--- src/hdl/uicf_pkg.sv ---
// Constants shared by the interrupt identification and FIFO control block.
package uicf_pkg;

	// Register offsets on the internal register port.
	localparam int          ADDR_W        = 3;
	localparam logic [2:0]  OFS_DATA      = 3'h0;
	localparam logic [2:0]  OFS_DIV_HIGH  = 3'h1;
	localparam logic [2:0]  OFS_INT_ID    = 3'h2;

	// Field positions inside the FIFO control byte.
	localparam int          FC_FIFO_EN    = 0;
	localparam int          FC_RX_RST     = 1;
	localparam int          FC_TX_RST     = 2;
	localparam int          FC_TX_TRIG_LO = 4;
	localparam int          FC_RX_TRIG_LO = 6;

	// Reset values.
	localparam logic [7:0]  INT_ID_RESET  = 8'h01;
	localparam logic [7:0]  FC_RESET      = 8'h00;
	localparam logic [7:0]  DIV_HI_RESET  = 8'h00;
	localparam logic [1:0]  TRIG_RESET    = 2'h0;

	// FIFO occupancy counts, wide enough to hold a full FIFO.
	localparam int          CNT_W         = 7;
	localparam logic [6:0]  DEPTH_ON      = 7'h40;
	localparam logic [6:0]  DEPTH_OFF     = 7'h01;
	localparam logic [6:0]  RX_TRIG_0     = 7'h08;
	localparam logic [6:0]  RX_TRIG_1     = 7'h10;
	localparam logic [6:0]  RX_TRIG_2     = 7'h38;
	localparam logic [6:0]  RX_TRIG_3     = 7'h3C;
	localparam logic [6:0]  TX_TRIG_0     = 7'h08;
	localparam logic [6:0]  TX_TRIG_1     = 7'h10;
	localparam logic [6:0]  TX_TRIG_2     = 7'h20;
	localparam logic [6:0]  TX_TRIG_3     = 7'h38;

	// Identification codes for bits 5 to 0, in priority order.
	localparam logic [5:0]  IID_LINE_ERR  = 6'h06;
	localparam logic [5:0]  IID_RX_TMO    = 6'h0C;
	localparam logic [5:0]  IID_RX_DATA   = 6'h04;
	localparam logic [5:0]  IID_TX_HOLD   = 6'h02;
	localparam logic [5:0]  IID_MODEM     = 6'h00;
	localparam logic [5:0]  IID_GPIO      = 6'h30;
	localparam logic [5:0]  IID_XOFF      = 6'h10;
	localparam logic [5:0]  IID_CTS_RTS   = 6'h20;
	localparam logic [5:0]  IID_NONE      = 6'h01;

endpackage : uicf_pkg

--- src/hdl/uicf_fifo.sv ---
// Character FIFO with a run-time capacity limit and a flush input.
`timescale 1ns/1ps
module uicf_fifo #(
	parameter int W     = 8,
	parameter int DEPTH = 64,
	parameter int CW    = $clog2(DEPTH + 1)
) (
	input  wire logic          mclk,
	input  wire logic          reset_n,
	input  wire logic          flush,
	input  wire logic [CW-1:0] cap,
	input  wire logic          in_valid,
	output logic               in_ready,
	input  wire logic [W-1:0]  in_data,
	output logic               out_valid,
	input  wire logic          out_ready,
	output logic [W-1:0]       out_data,
	output logic [CW-1:0]      level
);
	localparam int AW = $clog2(DEPTH);
	localparam logic [AW-1:0] LAST = AW'(DEPTH - 1);

	logic [W-1:0]  mem_ff [DEPTH];
	logic [AW-1:0] wr_ptr_ff;
	logic [AW-1:0] rd_ptr_ff;
	logic [CW-1:0] count_ff;
	logic          push;
	logic          pop;

	// Handshakes stall while a flush is in progress.
	assign in_ready  = (count_ff < cap) && !flush;
	assign out_valid = (count_ff != '0) && !flush;
	assign push      = in_valid && in_ready;
	assign pop       = out_valid && out_ready;
	assign out_data  = mem_ff[rd_ptr_ff];
	assign level     = count_ff;

	// Storage array; data needs no reset.
	always_ff @(posedge mclk) begin
		if (push) begin
			mem_ff[wr_ptr_ff] <= in_data;
		end
	end

	// Pointers and occupancy; a flush empties the FIFO in one edge.
	always_ff @(posedge mclk or negedge reset_n) begin
		if (!reset_n) begin
			wr_ptr_ff <= '0;
			rd_ptr_ff <= '0;
			count_ff  <= '0;
		end else if (flush) begin
			wr_ptr_ff <= '0;
			rd_ptr_ff <= '0;
			count_ff  <= '0;
		end else begin
			if (push) begin
				wr_ptr_ff <= (wr_ptr_ff == LAST) ? '0 : wr_ptr_ff + 1'b1;
			end
			if (pop) begin
				rd_ptr_ff <= (rd_ptr_ff == LAST) ? '0 : rd_ptr_ff + 1'b1;
			end
			if (push && !pop) begin
				count_ff <= count_ff + 1'b1;
			end else if (pop && !push) begin
				count_ff <= count_ff - 1'b1;
			end
		end
	end

endmodule : uicf_fifo

--- src/hdl/uicf_int_encoder.sv ---
// Priority encoder that builds the interrupt identification byte.
`timescale 1ns/1ps
module uicf_int_encoder (
	input  wire logic       fifo_en,
	input  wire logic       line_err,
	input  wire logic       rx_timeout,
	input  wire logic       rx_data,
	input  wire logic       tx_hold,
	input  wire logic       modem,
	input  wire logic       gpio_change,
	input  wire logic       xoff_special,
	input  wire logic       cts_rts_off,
	output logic [7:0]      int_id
);
	import uicf_pkg::*;

	// Picks the code of the most urgent pending source.
	function automatic logic [5:0] encode(input logic [7:0] src);
		logic [5:0] code;
		code = IID_NONE;
		if (src[0]) begin
			code = IID_LINE_ERR;
		end else if (src[1]) begin
			code = IID_RX_TMO;
		end else if (src[2]) begin
			code = IID_RX_DATA;
		end else if (src[3]) begin
			code = IID_TX_HOLD;
		end else if (src[4]) begin
			code = IID_MODEM;
		end else if (src[5]) begin
			code = IID_GPIO;
		end else if (src[6]) begin
			code = IID_XOFF;
		end else if (src[7]) begin
			code = IID_CTS_RTS;
		end
		return code;
	endfunction : encode

	// Top two bits mirror the FIFO enable; low six bits hold the code.
	assign int_id = {fifo_en, fifo_en,
		encode({cts_rts_off, xoff_special, gpio_change, modem,
			tx_hold, rx_data, rx_timeout, line_err})};

endmodule : uicf_int_encoder

--- src/hdl/uicf_ctrl.sv ---
// Interrupt identification, FIFO control and divisor high byte of a channel.
//
// Behaviour
// - Identification bit 0 high means nothing pending.
// - Only the highest priority source is reported.
// - Line status error, priority 1, code 000110.
// - Timeout 001100, receive data 000100, priority 2.
// - Transmit holding, priority 3, code 000010.
// - Modem status, priority 4, code 000000.
// - Input pin change, priority 5, code 110000.
// - Flow-stop or special character, priority 6, 010000.
// - Handshake line going inactive, priority 7, 100000.
// - Bits 7:6 pick receive trigger 8/16/56/60.
// - Bits 5:4 pick transmit trigger 8/16/32/56.
// - Bit 2 flushes transmit FIFO, self-clears.
// - Bit 1 flushes receive FIFO, self-clears.
// - FIFO off: depth one, others unprogrammable.
// - Transmit trigger writable only with enhanced enable.
`timescale 1ns/1ps
module uicf_ctrl #(
	parameter int DATA_W = 8,
	parameter int DEPTH  = 64
) (
	input  wire logic                       mclk,
	input  wire logic                       reset_n,
	input  wire logic                       soft_reset,
	input  wire logic [uicf_pkg::ADDR_W-1:0] reg_addr,
	input  wire logic                       reg_wr,
	input  wire logic                       reg_rd,
	input  wire logic [7:0]                 reg_wdata,
	output logic [7:0]                      reg_rdata,
	input  wire logic                       line_control_dlab,
	input  wire logic                       alt_bank_sel,
	input  wire logic                       enhanced_feature_en,
	input  wire logic                       rx_data_int_en,
	input  wire logic                       tx_hold_int_en,
	input  wire logic                       line_err_pend,
	input  wire logic                       rx_timeout_pend,
	input  wire logic                       modem_pend,
	input  wire logic                       gpio_change_pend,
	input  wire logic                       xoff_special_pend,
	input  wire logic                       cts_rts_off_pend,
	output logic                            tx_out_valid,
	input  wire logic                       tx_out_ready,
	output logic [DATA_W-1:0]               tx_out_data,
	input  wire logic                       rx_in_valid,
	output logic                            rx_in_ready,
	input  wire logic [DATA_W-1:0]          rx_in_data,
	output logic                            int_pending,
	output logic                            fifo_enabled,
	output logic [7:0]                      divisor_high,
	output logic [uicf_pkg::CNT_W-1:0]      rx_level,
	output logic [uicf_pkg::CNT_W-1:0]      tx_level,
	output logic                            tx_write_dropped
);
	import uicf_pkg::*;

	logic               fifo_en_ff;
	logic [1:0]         rx_trig_ff;
	logic [1:0]         tx_trig_ff;
	logic               tx_flush_ff;
	logic               rx_flush_ff;
	logic [7:0]         div_high_ff;
	logic [7:0]         rdata_ff;
	logic               int_pending_ff;
	logic               tx_drop_ff;
	logic               hit_data;
	logic               hit_div;
	logic               hit_int_id;
	logic               fc_wr;
	logic               fc_en_new;
	logic               nxt_tx_flush;
	logic               nxt_rx_flush;
	logic [CNT_W-1:0]   cap;
	logic [CNT_W-1:0]   rx_thresh;
	logic [CNT_W-1:0]   tx_thresh;
	logic [CNT_W-1:0]   tx_free;
	logic               rx_data_int;
	logic               tx_hold_int;
	logic [7:0]         int_id;
	logic               tx_in_ready;
	logic               rx_out_valid;
	logic [DATA_W-1:0]  rx_out_data;
	logic               tx_push_req;
	logic               rx_pop;

	// Address decode, shared by the read and write paths.
	function automatic logic reg_hit(input logic [ADDR_W-1:0] addr,
		input logic [ADDR_W-1:0] ofs, input logic dlab_need,
		input logic dlab, input logic alt);
		return (addr == ofs) && (dlab == dlab_need) && !alt;
	endfunction : reg_hit

	// Trigger level from a two-bit select, for either direction.
	function automatic logic [CNT_W-1:0] trig_count(input logic [1:0] sel,
		input logic is_rx);
		logic [CNT_W-1:0] cnt;
		cnt = DEPTH_OFF;
		case (sel)
			2'h0: cnt = is_rx ? RX_TRIG_0 : TX_TRIG_0;
			2'h1: cnt = is_rx ? RX_TRIG_1 : TX_TRIG_1;
			2'h2: cnt = is_rx ? RX_TRIG_2 : TX_TRIG_2;
			2'h3: cnt = is_rx ? RX_TRIG_3 : TX_TRIG_3;
			default: cnt = DEPTH_OFF;
		endcase
		return cnt;
	endfunction : trig_count

	// Register selection on the internal register port.
	assign hit_data   = reg_hit(reg_addr, OFS_DATA, 1'b0,
		line_control_dlab, alt_bank_sel);
	assign hit_div    = reg_hit(reg_addr, OFS_DIV_HIGH, 1'b1,
		line_control_dlab, alt_bank_sel);
	assign hit_int_id = reg_hit(reg_addr, OFS_INT_ID, 1'b0,
		line_control_dlab, alt_bank_sel);

	// A write to the shared offset lands in FIFO control only.
	assign fc_wr     = reg_wr && hit_int_id;
	assign fc_en_new = reg_wdata[FC_FIFO_EN];

	// FIFO enable bit; soft reset returns it to off.
	always_ff @(posedge mclk or negedge reset_n) begin
		if (!reset_n) begin
			fifo_en_ff <= FC_RESET[FC_FIFO_EN];
		end else if (soft_reset) begin
			fifo_en_ff <= FC_RESET[FC_FIFO_EN];
		end else if (fc_wr) begin
			fifo_en_ff <= fc_en_new;
		end
	end

	// Receive trigger select, only taken while the write enables FIFOs.
	always_ff @(posedge mclk or negedge reset_n) begin
		if (!reset_n) begin
			rx_trig_ff <= TRIG_RESET;
		end else if (soft_reset) begin
			rx_trig_ff <= TRIG_RESET;
		end else if (fc_wr && fc_en_new) begin
			rx_trig_ff <= reg_wdata[FC_RX_TRIG_LO +: 2];
		end
	end

	// Transmit trigger select, further gated by the enhanced enable.
	always_ff @(posedge mclk or negedge reset_n) begin
		if (!reset_n) begin
			tx_trig_ff <= TRIG_RESET;
		end else if (soft_reset) begin
			tx_trig_ff <= TRIG_RESET;
		end else if (fc_wr && fc_en_new && enhanced_feature_en) begin
			tx_trig_ff <= reg_wdata[FC_TX_TRIG_LO +: 2];
		end
	end

	// Flush requests: soft reset, explicit reset bits, or a change of FIFO mode.
	// Bit 3 is never looked at, so writing it has no effect.
	always_comb begin
		nxt_tx_flush = soft_reset;
		nxt_rx_flush = soft_reset;
		if (fc_wr && (fc_en_new != fifo_en_ff)) begin
			nxt_tx_flush = 1'b1;
			nxt_rx_flush = 1'b1;
		end
		if (fc_wr && fc_en_new) begin
			if (reg_wdata[FC_TX_RST]) begin
				nxt_tx_flush = 1'b1;
			end
			if (reg_wdata[FC_RX_RST]) begin
				nxt_rx_flush = 1'b1;
			end
		end
	end

	// Self-clearing reset bits: high for the one edge the flush takes.
	always_ff @(posedge mclk or negedge reset_n) begin
		if (!reset_n) begin
			tx_flush_ff <= 1'b0;
			rx_flush_ff <= 1'b0;
		end else begin
			tx_flush_ff <= nxt_tx_flush;
			rx_flush_ff <= nxt_rx_flush;
		end
	end

	// Divisor high byte; only power-on reset clears it.
	always_ff @(posedge mclk or negedge reset_n) begin
		if (!reset_n) begin
			div_high_ff <= DIV_HI_RESET;
		end else if (reg_wr && hit_div) begin
			div_high_ff <= reg_wdata;
		end
	end

	// Capacity and trigger thresholds follow the FIFO mode.
	assign cap       = fifo_en_ff ? DEPTH_ON : DEPTH_OFF;
	assign rx_thresh = fifo_en_ff ? trig_count(rx_trig_ff, 1'b1)
		: DEPTH_OFF;
	assign tx_thresh = fifo_en_ff ? trig_count(tx_trig_ff, 1'b0)
		: DEPTH_OFF;
	// Clamped, so a level left over from a mode change cannot wrap around.
	assign tx_free   = (tx_level >= cap) ? '0 : cap - tx_level;

	// Level-based data interrupts derived from the FIFO occupancy.
	assign rx_data_int = rx_data_int_en && (rx_level >= rx_thresh);
	assign tx_hold_int = tx_hold_int_en && (tx_free >= tx_thresh);

	// Host writes to the data offset go to the transmit FIFO.
	assign tx_push_req = reg_wr && hit_data;
	assign rx_pop      = reg_rd && hit_data && rx_out_valid;

	// Transmit FIFO; the serializer drains it and may stall.
	uicf_fifo #(
		.W     (DATA_W),
		.DEPTH (DEPTH),
		.CW    (CNT_W)
	) u_tx_fifo (
		.mclk      (mclk),
		.reset_n   (reset_n),
		.flush     (tx_flush_ff),
		.cap       (cap),
		.in_valid  (tx_push_req),
		.in_ready  (tx_in_ready),
		.in_data   (reg_wdata[DATA_W-1:0]),
		.out_valid (tx_out_valid),
		.out_ready (tx_out_ready),
		.out_data  (tx_out_data),
		.level     (tx_level)
	);

	// Receive FIFO; the deserializer fills it, host reads drain it.
	uicf_fifo #(
		.W     (DATA_W),
		.DEPTH (DEPTH),
		.CW    (CNT_W)
	) u_rx_fifo (
		.mclk      (mclk),
		.reset_n   (reset_n),
		.flush     (rx_flush_ff),
		.cap       (cap),
		.in_valid  (rx_in_valid),
		.in_ready  (rx_in_ready),
		.in_data   (rx_in_data),
		.out_valid (rx_out_valid),
		.out_ready (rx_pop),
		.out_data  (rx_out_data),
		.level     (rx_level)
	);

	// Priority encoding of all pending sources.
	uicf_int_encoder u_int_enc (
		.fifo_en      (fifo_en_ff),
		.line_err     (line_err_pend),
		.rx_timeout   (rx_timeout_pend),
		.rx_data      (rx_data_int),
		.tx_hold      (tx_hold_int),
		.modem        (modem_pend),
		.gpio_change  (gpio_change_pend),
		.xoff_special (xoff_special_pend),
		.cts_rts_off  (cts_rts_off_pend),
		.int_id       (int_id)
	);

	// Read data, registered one edge after the read strobe.
	always_ff @(posedge mclk or negedge reset_n) begin
		if (!reset_n) begin
			rdata_ff <= 8'h00;
		end else if (reg_rd) begin
			if (hit_int_id) begin
				rdata_ff <= int_id;
			end else if (hit_div) begin
				rdata_ff <= div_high_ff;
			end else if (hit_data && rx_out_valid) begin
				rdata_ff <= 8'(rx_out_data);
			end else begin
				rdata_ff <= 8'h00;
			end
		end
	end

	// Pending flag, active when the identification bit 0 is low.
	always_ff @(posedge mclk or negedge reset_n) begin
		if (!reset_n) begin
			int_pending_ff <= ~INT_ID_RESET[0];
		end else begin
			int_pending_ff <= ~int_id[0];
		end
	end

	// Sticky note of a host write lost to a full or flushing transmit FIFO.
	always_ff @(posedge mclk or negedge reset_n) begin
		if (!reset_n) begin
			tx_drop_ff <= 1'b0;
		end else if (tx_push_req && !tx_in_ready) begin
			tx_drop_ff <= 1'b1;
		end else if (soft_reset) begin
			tx_drop_ff <= 1'b0;
		end
	end

	// Outputs.
	assign reg_rdata        = rdata_ff;
	assign int_pending      = int_pending_ff;
	assign fifo_enabled     = fifo_en_ff;
	assign divisor_high     = div_high_ff;
	assign tx_write_dropped = tx_drop_ff;

endmodule : uicf_ctrl

--- config.mk ---
export PLATFORM = sky130hd
export DESIGN_NAME = uicf_ctrl
export DESIGN_NICKNAME = d
export VERILOG_FILES = /design/src/hdl/uicf_pkg.sv /design/src/hdl/uicf_fifo.sv /design/src/hdl/uicf_int_encoder.sv /design/src/hdl/uicf_ctrl.sv
export SDC_FILE = /design/constraint.sdc
export NUM_CORES = 1
export LEC_CHECK = 0
export ABC_AREA = 1
export ABC_CLOCK_PERIOD_IN_PS = 3300
export BUFFER_PORTS_ARGS = -buffer_cell sky130_fd_sc_hd__buf_2
export CAP_MARGIN = 20
export CELL_PAD_IN_SITES_DETAIL_PLACEMENT = 0
export CELL_PAD_IN_SITES_GLOBAL_PLACEMENT = 2
export CORE_UTILIZATION = 43
export CTS_CLUSTER_SIZE = 25
export DETAILED_ROUTE_END_ITERATION = 8
export GPL_ROUTABILITY_DRIVEN = 0
export PLACE_DENSITY = 0.87
export SYNTH_ARGS = -nofsm -noshare
export SYNTH_HDL_FRONTEND = slang
export SYNTH_HIERARCHICAL = 1
export SYNTH_SLANG_ARGS = --single-unit
--- constraint.sdc ---
create_clock -name mclk -period 3.3 [get_ports mclk]
set_input_delay 0.66 -clock mclk [delete_from_list [all_inputs] [get_ports mclk]]
set_output_delay 0.66 -clock mclk [all_outputs]
set_load 0.01 [all_outputs]
Word level (Yosys, flattened, before mapping)
Memory sizes are Yosys's and may differ from the RTL's. Index checks and enable logic that the tools add are counted.

Flip-flop bits (word level): 63. RAM bits: 1024. Bits of input ports: 37. Output and inout port bits: 43. Logic and storage cells: 151. Memories: 2.

Memories: u_rx_fifo.mem_ff (words 64, width 8, rd ports 1, clocked after Yosys merged registers in 0, write ports 1, line uicf_fifo.sv:23) `logic [W-1:0] mem_ff [DEPTH];`; u_tx_fifo.mem_ff (words 64, width 8, rd ports 1, clocked after Yosys merged registers in 0, write ports 1, line uicf_fifo.sv:23).

Add/sub/neg operators: 9. $lt $le $gt $ge: 5. Equal/unequal tests: 13. Mux-type cells: 52. Bitwise logic cells: 2. Reduce and logical (&&, ||, !) cells: 53.

Operators with widths (number): $mux W6 (20); $mux W7 (10); $pmux W7 S4 (2); $logic_and A1 B1 Y1 (30); $add A6 B1 Y6 const B (4); $eq A6 B6 Y1 const B (4); $mux W8 (3); $ge A7 B7 Y1 (3); $reduce_bool A2 Y1 (8); $add A7 B1 Y7 const B (2); $lt A7 B7 Y1 (2); $reduce_bool A7 Y1 (2); $sub A7 B1 Y7 const B (2); $mux W1 (13); $eq A2 B2 Y1 const B (4); $logic_not A1 Y1 (8); $mux W2 (4); $sub A7 B7 Y7 (1); $reduce_bool A3 Y1 (2); $eq A2 B1 Y1 const B (2); $logic_not A2 Y1 (2); $eq A3 B1 Y1 const B (1); $eq A3 B2 Y1 const B (1); $logic_not A3 Y1 (1); other kinds (2) (3).

Longest topological paths before layout
Gate-level depths: netlist (run 1).

Depth after elaboration: 10. Gate-level depth with buffers: 20. Gate-level depth less buffers: 20.

By module
The synthesis (run 1) kept the hierarchy.

Modules (own cells, without submodules): uicf_fifo (u_rx_fifo) (instances 1, cells each 1891, area each 22256.3 um^2); uicf_fifo (u_tx_fifo) (instances 1, cells each 1900, area each 22255.1 um^2); uicf_ctrl (instances 1, cells each 220, area each 1686.6 um^2); uicf_int_encoder (instances 1, cells each 23, area each 105.1 um^2).

Worst setup path before layout (run 1)
No wires, ideal clock.

Kind: in2reg. Start: input alt_bank_sel. End: register u_tx_fifo.count_ff[6], in the netlist u_tx_fifo/level[6]. Arrival: 2498 ps. Required time: 3183 ps. Path slack: 685 ps. Cell stages on the path: 11. Path buffers: 0. Path through: nor2_1 > nand3b_1 > nor2_1 > nand3_1 > ha_1 > a21oi_1 > o21ai_0 > a31oi_1 > nand3_1 > nand3_1 > nand2_1.

Cells in the longest elaborated chain, start to end: 7.

RTL lines: from (decl) (line uicf_ctrl.sv:33) `input wire logic alt_bank_sel,`; $logic_not A1 Y1 * (line uicf_ctrl.sv:91) `return (addr == ofs) && (dlab == dlab_need) && !alt;`; $logic_and A1 B1 Y1 * (line uicf_ctrl.sv:91); $logic_and A1 B1 Y1 * (line uicf_ctrl.sv:207) `assign tx_push_req = reg_wr && hit_data;`; net tx_push_req (line uicf_ctrl.sv:84) `logic tx_push_req;`; $logic_and A1 B1 Y1 * (line uicf_fifo.sv:33) `assign push = in_valid && in_ready;`; $logic_and A1 B1 Y1 / $logic_not A1 Y1 (equally long branches) (line uicf_fifo.sv:62, uicf_fifo.sv:64); $mux W7 / $logic_and A1 B1 Y1 (equally long branches) (line uicf_fifo.sv:62, uicf_fifo.sv:64); $mux W7 / $reduce_bool A3 Y1 (equally long branches); to (signal assigned) (line uicf_fifo.sv:63) `count_ff <= count_ff + 1'b1;`; to (signal assigned) (line uicf_fifo.sv:65) `count_ff <= count_ff - 1'b1;`; to (decl) (line uicf_fifo.sv:26) `logic [CW-1:0] count_ff;`.

The timed path passes the listed nets; every way through them passes the cells marked *. A chain may end at the register's enable or synchronous reset.

Worst setup path in the final report (run 1)
Start: register u_tx_fifo.rd_ptr_ff[0]. End: output tx_out_data[6].

Cells in the longest elaborated chain, start to end: 1.

RTL lines: from (decl) (line uicf_fifo.sv:25) `logic [AW-1:0] rd_ptr_ff;`; from (signal assigned) (line uicf_fifo.sv:60) `rd_ptr_ff <= (rd_ptr_ff == LAST) ? '0 : rd_ptr_ff + 1'b1;`; $mem_v2 Z64 W8; to (decl) (line uicf_ctrl.sv:45) `output logic [DATA_W-1:0] tx_out_data,`.

No other way between the ends.

==> impl_metrics.py, run 1 <==
metrics = {
    "outcome": {
        "outcome": "finished, violations left",
        "violations": "setup timing",
    },
    "synthesis": {
        "yosysTopAreaCell": "edfxtp_1",
        "ys_seq_area_frac": 0.698,
        "ys_seq_elements": 1087,
        "synth-main-ff-cell": "edfxtp_1",
        "yosysWarnings": 6,
        "ys_types": 49,
        "synthCells": 4034,
        "synth_area_sq_um": 46300,
        "async_reset_ff_frac": 0.0580,
        "synthTopCellsByArea": "edfxtp_1 (66%), nand2_1 (5.9%), nor2_1 (5.7%), o21ai_0 (3.9%), dfrtp_1 (3.4%)",
        "syn_avg_cell_area_sq_um": 11.5,
        "synth_edf_count": 1024,
        "post-synth-top-area-fraction": 0.664,
    },
    "floorplanning": {
        "core_area_sq_um": 107000,
        "placement_rows": 120,
        "initial_core_util": 0.433,
        "io_pins": 80,
        "die_area_sq_um": 109000,
        "die_w_um": 330,
        "die_h_um": 330,
    },
    "timing": {
        "clock_skew_ns": 0.0477,
        "finalSetupTns_ns": -0.728,
        "tightest_slew_ns": 0.941,
        "grt_setup_unrepaired": "true",
        "period_needed_ns": 3.44,
        "setup_slack_ns": -0.138,
        "hold_viol": 0,
        "finalSetupViolations": 8,
        "slew_headroom": 0.373,
        "max_freq_mhz": 291,
        "timing.final.crit_share": 1.04,
        "finalMaxSlewViolations": 0,
    },
    "clock_network": {
        "hold_buffers": 0,
        "cts_made_buffers": 110,
        "cts.htree.levels": 3,
        "clockRootBuffer": "clkbuf_16",
        "cts_tree": "yes",
        "cts_num_sinks": 1087,
        "worstSkewPairLatency_ns": 0.72,
        "cts_max_path_buffers": 3,
        "clkTransAtPathRegs_ns": 0.06,
    },
    "worst_setup_path": {
        "r2r_start": "fifo_enabled$_DFFE_PN0P_",
        "cpPeakStageDelay_ns": 0.48,
        "r2r-end": "u_rx_fifo/mem_ff[36][5]$_DFFE_PP_",
        "critPathMaxFanout": 26,
        "cp-start-kind": "flop",
        "crit_top_cell": "nand2_1",
        "path_cells": "buf_12 -> clkinv_16 -> buf_12 -> o21ai_1 -> o211ai_1 -> nand3_1 -> nand2_1 -> nand2_1 -> nand2_1 -> inv_2 -> nand2_1 -> buf_2",
        "r2r_cells": 10,
        "r2r_slack_ns": 0.39,
        "worstSetupPathType": "flop to output port",
        "cpMaxStageDelayCell": "dfrtp_4",
        "cp.required_ns": 2.64,
        "cp-end-kind": "output port",
        "cp.arrival_ns": 2.78,
    },
    "power": {
        "p_int_uw": 24300,
        "p_sw_uw": 8970,
        "ir_drop_uv": 500,
        "pwr-share-comb": 0.158,
        "p_per_area_nw_per_um2": 615,
        "clkPwrFrac": 0.380,
        "p_leak_uw": 0.0198,
        "switching_share": 0.269,
        "pwr-share-seq": 0.462,
    },
    "routing": {
        "totalWireLength_um": 128000,
        "drc": 0,
        "drtIter0Drc": 3078,
        "vias": 31300,
        "wl_per_cell_um": 22.1,
        "first_pass_iters": 5,
        "vias_per_cell": 5.42,
        "drt.antenna.violating_nets": 0,
    },
    "grt": {
        "grt_pass1_vias": 29900,
        "met3_usage": 0.0351,
        "grt_max_degree": 115,
        "antenna_found_initial": 3,
        "met2_usage": 0.359,
        "top_usage_layer": "met2",
        "grt_pass1_wl_um": 188000,
        "track_usage": 0.230,
        "use_met1": 0.330,
        "grt_overflow_total": 0,
    },
    "finish": {
        "final_layout_size_suffix_gt1_frac": 0.143,
        "fin_nets": 4368,
        "final_cell_mix": "edfxtp_1 (1024), nand2_1 (723), nor2_1 (698)",
        "fin_util": 0.507,
        "syn_to_final_growth_pct": 17.0,
        "final_common_cell": "edfxtp_1",
        "fin_area_sq_um": 54200,
    },
    "flow_run": {
        "maxCapViolCount": 0,
    },
    "hold_path": {
        "holdCritPathClass": "input port to async pin",
    },
    "place": {
        "dp.final_hpwl_um": 76400,
        "io_buffer_count": 79,
        "placed_area_sq_um": 49400,
    },
}
-- critical path, delay by kind of cell (launching register included) --
family                 cells  cell delay [ns]
and+or+nand+nor            5             0.45
DFF                        1             0.48
AOI/OAI and AO/OA          2             0.37
buffers and inverters      5             0.75
-- flip-flops by register name, indices dropped and copies added, names as in the netlist, 2 cells and up --
register,cells
u_rx_fifo/mem_ff,512
u_tx_fifo/mem_ff,512
divisor_high,8
reg_rdata,8
u_rx_fifo/level,7
u_tx_fifo/level,7
u_rx_fifo/rd_ptr_ff,6
u_rx_fifo/wr_ptr_ff,6
u_tx_fifo/rd_ptr_ff,6
u_tx_fifo/wr_ptr_ff,6
rx_trig_ff,2
tx_trig_ff,2
-- routing by layer --
| layer | part of all wire | vias to the layer above |
|---|---|---|
| met5 | 0.00010 | - |
| met4 | 0.029 | 2 |
| met3 | 0.068 | 200 |
| met2 | 0.46 | 1113 |
| met1 | 0.44 | 15300 |
| li1 | - | 14700 |
-- through the flow --
| stage | instances | setup WS (ns) | hold WS, ns | total power, uW |
|---|---|---|---|---|
| final | 5788 | -0.138 | 0.0895 | 33300 |
| after global routing | 5788 | -0.202 | 0.143 | 34500 |
| after CTS | 5773 | -0.141 | 0.0872 | 33100 |
| after detailed placement | 5547 | 0.254 | 0.477 | 20100 |
| after global placement | 5547 | 0.235 | 0.468 | 20100 |
| after floorplan | 4043 | 0.685 | 0.364 | 18500 |
-- cells in the mapped netlist, drive strengths merged, types with 2 or more instances --
| cell type | instances |
|---|---|
| edfxtp | 1024 |
| nand2 | 741 |
| nor2 | 715 |
| o21ai | 433 |
| inv | 194 |
| a21oi | 168 |
| buf | 150 |
| nand3 | 148 |
| o211ai | 105 |
| o22ai | 83 |
| dfrtp | 63 |
| clkbuf | 59 |
| ha | 41 |
| nor3 | 39 |
| nand4 | 13 |
| xor2 | 12 |
| a211oi | 9 |
| a31oi | 7 |
| clkinv | 7 |
| mux2 | 5 |
| xnor2 | 4 |
| a21o | 2 |
| fa | 2 |
| nand3b | 2 |
| o31ai | 2 |
-- final cells by class --
cell class	count	area (sq um)
fill	9343	52700
sequential	1087	32300
multi-input combinational	2546	12200
timing repair buffer	341	3360
clock buffer	135	2920
tap	1403	1760
inverter	201	798
clock inverter	73	772
timing repair inverter	1	30.0
antenna	1	2.50
-- worst max-delay path by stage --
stage / from / slack [ns] / end / cells after the start
final: u_tx_fifo/rd_ptr_ff[0]$_DFFE_PN0P_ / -0.14 / tx_out_data[6] / 12
after global routing: u_tx_fifo/rd_ptr_ff[1]$_DFFE_PN0P_ / -0.20 / tx_out_data[5] / 13
after CTS: u_tx_fifo/rd_ptr_ff[0]$_DFFE_PN0P_ / -0.14 / tx_out_data[2] / 12
after detailed placement: alt_bank_sel / 0.25 / u_tx_fifo/level[6]$_DFFE_PN0P_ / 12
after global placement: alt_bank_sel / 0.23 / u_tx_fifo/level[6]$_DFFE_PN0P_ / 12
after floorplan: alt_bank_sel / 0.68 / u_tx_fifo/level[6]$_DFFE_PN0P_ / 11
-- power by group through the flow --
stage          sequential (uW)  combinational [uW]  clock [uW]
2_1_floorplan            15700                2870           0
3_3_place_gp             15700                4390           0
3_5_place_dp             15700                4380           0
4_1_cts                  15400                4890       12800
5_1_grt                  15400                5810       13300
6_report                 15400                5260       12600
-- what timing repair did --
item                                    in CTS  in global routing
setup buffers                                7                  3
cloned                                      11                 12
endpoints found under the setup margin       8                  8
resized for setup                           51                 85
pin swaps                                   12                 20
endpoints found under the hold margin        0                  0
-- cells by family after synthesis --
logic type,after synthesis,share of synthesized area
compound gates,811,0.0968
xor+xnor,16,0.00303
fa+ha+maj,43,0.0119
buf+inv,410,0.0437
flops,1087,0.698
mux,5,0.00154
other cells,1,0.0000810
simple gates,1661,0.145
Note: power is estimated with default switching activity, not from simulation.
==> run 2, diff against run 1 <==
--- a/config.mk
+++ b/config.mk
@@ -5,13 +5,14 @@
 export SDC_FILE = /design/constraint.sdc
 export NUM_CORES = 1
 export LEC_CHECK = 0
-export ABC_AREA = 1
-export ABC_CLOCK_PERIOD_IN_PS = 3300
+export ABC_AREA = 0
+export ABC_CLOCK_PERIOD_IN_PS = 3200
 export BUFFER_PORTS_ARGS = -buffer_cell sky130_fd_sc_hd__buf_2
 export CAP_MARGIN = 20
 export CELL_PAD_IN_SITES_DETAIL_PLACEMENT = 0
 export CELL_PAD_IN_SITES_GLOBAL_PLACEMENT = 2
-export CORE_UTILIZATION = 43
+export CORE_ASPECT_RATIO = 0.5
+export CORE_UTILIZATION = 49
 export CTS_CLUSTER_SIZE = 25
 export DETAILED_ROUTE_END_ITERATION = 8
 export GPL_ROUTABILITY_DRIVEN = 0
==> constraint.sdc (replaced) <==
create_clock -name mclk -period 3.2 [get_ports mclk]
set_input_delay 0.64 -clock mclk [delete_from_list [all_inputs] [get_ports mclk]]
set_output_delay 0.64 -clock mclk [all_outputs]
set_load 0.01 [all_outputs]
==> impl_metrics.py, run 2 <==
metrics = {
    "worst_setup_path": {
        "critPathTopFamily": "compound AO/OA/AOI/OAI gates",
        "worstSetupPathType": "flop to output port",
        "cpPeakStageDelay_ns": 0.50,
        "cp.required_ns": 2.56,
        "critPathMaxFanout": 12,
        "cp-start-kind": "flop",
        "cp.arrival_ns": 3.04,
        "path_cells": "buf_12 -> buf_12 -> buf_16 -> mux4_2 -> a22oi_2 -> nand2_2 -> a22oi_2 -> o221ai_2 -> buf_2",
        "critPathBufInv": 4,
        "cpMaxStageDelayCell": "dfrtp_4",
        "cp-end-kind": "output port",
    },
    "floorplanning": {
        "placement_rows": 77,
        "io_pins": 80,
        "die_h_um": 216,
        "initial_core_util": 0.500,
        "die_area_sq_um": 92600,
        "core_area_sq_um": 89400,
        "die_w_um": 429,
    },
    "timing": {
        "setup_slack_ns": -0.484,
        "timing.final.crit_share": 1.15,
        "clock_skew_ns": 0.0221,
        "grt_setup_unrepaired": "true",
        "finalSetupViolations": 8,
        "tightest_slew_ns": 1.06,
        "period_needed_ns": 3.68,
        "finalMaxSlewViolations": 0,
        "max_freq_mhz": 271,
        "slew_headroom": 0.293,
        "hold_viol": 0,
        "hold_slack_ns": 0.0950,
    },
    "power": {
        "p_leak_uw": 0.0172,
        "ir_drop_uv": 399,
        "p_per_area_nw_per_um2": 596,
    },
    "grt": {
        "antenna_found_initial": 1,
        "grt_pass1_vias": 24200,
        "grt_pass1_wl_um": 155000,
        "grt_max_degree": 67,
        "grt_overflow_total": 0,
        "track_usage": 0.225,
    },
    "synthesis": {
        "yosysTopAreaCell": "edfxtp_1",
        "ys_types": 88,
        "synthCells": 2357,
        "synth_edf_count": 1024,
        "synth-main-ff-cell": "edfxtp_1",
        "synthMuxAreaShare": 0.147,
        "synth_area_sq_um": 44700,
        "yosysWarnings": 6,
        "synthXorXnorAreaFrac": 0.00294,
        "synth_top_family_by_area": "multiplexers",
        "ys_seq_elements": 1087,
        "ys_seq_area_frac": 0.723,
        "syn_avg_cell_area_sq_um": 19.0,
        "yosys.area_share.simple": 0.0445,
        "post-synth-top-area-fraction": 0.688,
        "synthTopCellsByArea": "edfxtp_1 (69%), mux4_2 (12%), dfrtp_1 (3.5%), mux2i_1 (1.5%), nor2_1 (1.3%)",
        "async_reset_ff_frac": 0.0580,
        "synthAdderAreaFrac": 0.0124,
        "ys_top_cells_by_count": "edfxtp_1 (1024), mux4_2 (232), nor2_1 (157)",
        "synth.most_common_cell": "edfxtp_1",
        "synth-compound-area-share": 0.0463,
    },
    "routing": {
        "drt.antenna.violating_nets": 0,
        "totalWireLength_um": 104000,
        "wl_per_cell_um": 25.8,
        "drc": 0,
        "first_pass_iters": 5,
        "vias_per_cell": 5.96,
        "vias": 23900,
        "drtIter0Drc": 2277,
    },
    "finish": {
        "stdcell_count": 4012,
        "final_layout_size_suffix_gt1_frac": 0.343,
        "fillCellCount": 6461,
        "syn_to_final_growth_pct": 17.7,
        "seqCellArea_sq_um": 32300,
        "final_cell_mix": "edfxtp_1 (1024), buf_4 (301), mux4_2 (242)",
        "final_common_cell": "edfxtp_1",
        "fin_nets": 2825,
        "multi_input_area_sq_um": 12000,
        "top_regs": "u_rx_fifo/mem_ff x512, u_tx_fifo/mem_ff x512",
    },
    "flow_run": {
        "maxCapViolCount": 0,
    },
    "clock_network": {
        "cts_num_sinks": 1087,
        "cts_max_path_buffers": 3,
        "cts.htree.levels": 3,
        "cts_made_buffers": 94,
        "hold_buffers": 0,
        "clockRootBuffer": "clkbuf_16",
        "worstSkewPairLatency_ns": 0.69,
        "clkTransAtPathRegs_ns": 0.07,
        "cts_tree": "yes",
    },
    "hold_path": {
        "holdCritPathClass": "input port to async pin",
    },
    "place": {
        "dp.final_hpwl_um": 65500,
        "io_buffer_count": 79,
        "dp.cells": 3796,
    },
    "outcome": {
        "outcome": "finished, violations left",
        "violations": "setup timing",
    },
}
run 2: area by class of cell:
type,instances,area share
antenna,1,0.0000475
clock buffer,119,0.0486
clock inverter,58,0.0101
inverter,51,0.00375
multi-input combinational,1087,0.228
sequential,1087,0.614
tap,1185,0.0282
timing repair buffer,424,0.0673
run 2: stage by stage:
| stage | setup WS, ns | instance area, sq um | utilization | TNS, ns | total power (uW) |
|---|---|---|---|---|---|
| floorplan | 0.00252 | 44800 | - | 0 | 18200 |
| global placement | -0.0630 | 48500 | 0.543 | -0.384 | 19600 |
| detailed placement | -0.155 | 48500 | 0.543 | -0.570 | 19700 |
| CTS | -0.547 | 52200 | 0.584 | -4.09 | 31300 |
| global route | -0.583 | 52700 | 0.589 | -4.25 | 32500 |
| finish | -0.484 | 52700 | 0.589 | -3.56 | 31400 |
run 2: report_power, final:
| part | internal, uW | switching [uW] |
|---|---|---|
| sequential | 15700 | 164 |
| clock | 6350 | 5100 |
| combinational | 2000 | 2090 |
| total | 24000 | 7350 |
run 2: timing repair:
action | 4_1_cts | 5_1_grt
endpoints found under the hold margin | 0 | 0
setup buffers | 19 | 18
pin swaps | 32 | 37
gates resized for setup | 89 | 60
setup endpoints to repair | 66 | 197
cloned | 5 | 1
run 2: worst reg2reg max path, delay by kind of cell (launching register included):
kind | cells | cell delay [ns]
fa+ha+maj | 1 | 0.18
flops | 1 | 0.45
simple gates | 6 | 1.17
buf+inv | 3 | 0.29
compound gates | 6 | 0.92
run 2: kinds of logic after synthesis:
kind of cell	count (synthesis)
AND/OR/NAND/NOR	406
flip-flops	1087
AO/OA/AOI/OAI	285
other	1
multiplexers	328
buffers and inverters	192
adder cells (fa/ha/maj)	43
XOR/XNOR	15
run 2: layer usage:
metal,up-vias,GRT usage,routed length [um]
met5,-,0,0
met4,0,0.0632,2470
met3,136,0.0409,6590
met2,840,0.370,51300
met1,12500,0.312,43100
li1,10400,-,-
run 2: path summary, 6_finish.rpt:
kind                            depth (start not counted)                               start  slack [ns]                            endpoint
worst max-delay path                                    9  u_tx_fifo/rd_ptr_ff[0]$_DFFE_PN0P_       -0.48                      tx_out_data[0]
worst min-delay path                                    1                             reset_n        0.09      u_rx_fifo/level[0]$_DFFE_PN0P_
worst max register to register                         16      u_rx_fifo/level[2]$_DFFE_PN0P_        0.09      u_rx_fifo/level[6]$_DFFE_PN0P_
worst min register to register                          2            reg_rdata[7]$_DFFE_PN0P_        0.53            reg_rdata[7]$_DFFE_PN0P_
max in group asynchronous                               1                             reset_n        2.39  u_tx_fifo/rd_ptr_ff[0]$_DFFE_PN0P_
min in group mclk                                       2                          soft_reset        0.24            fifo_enabled$_DFFE_PN0P_
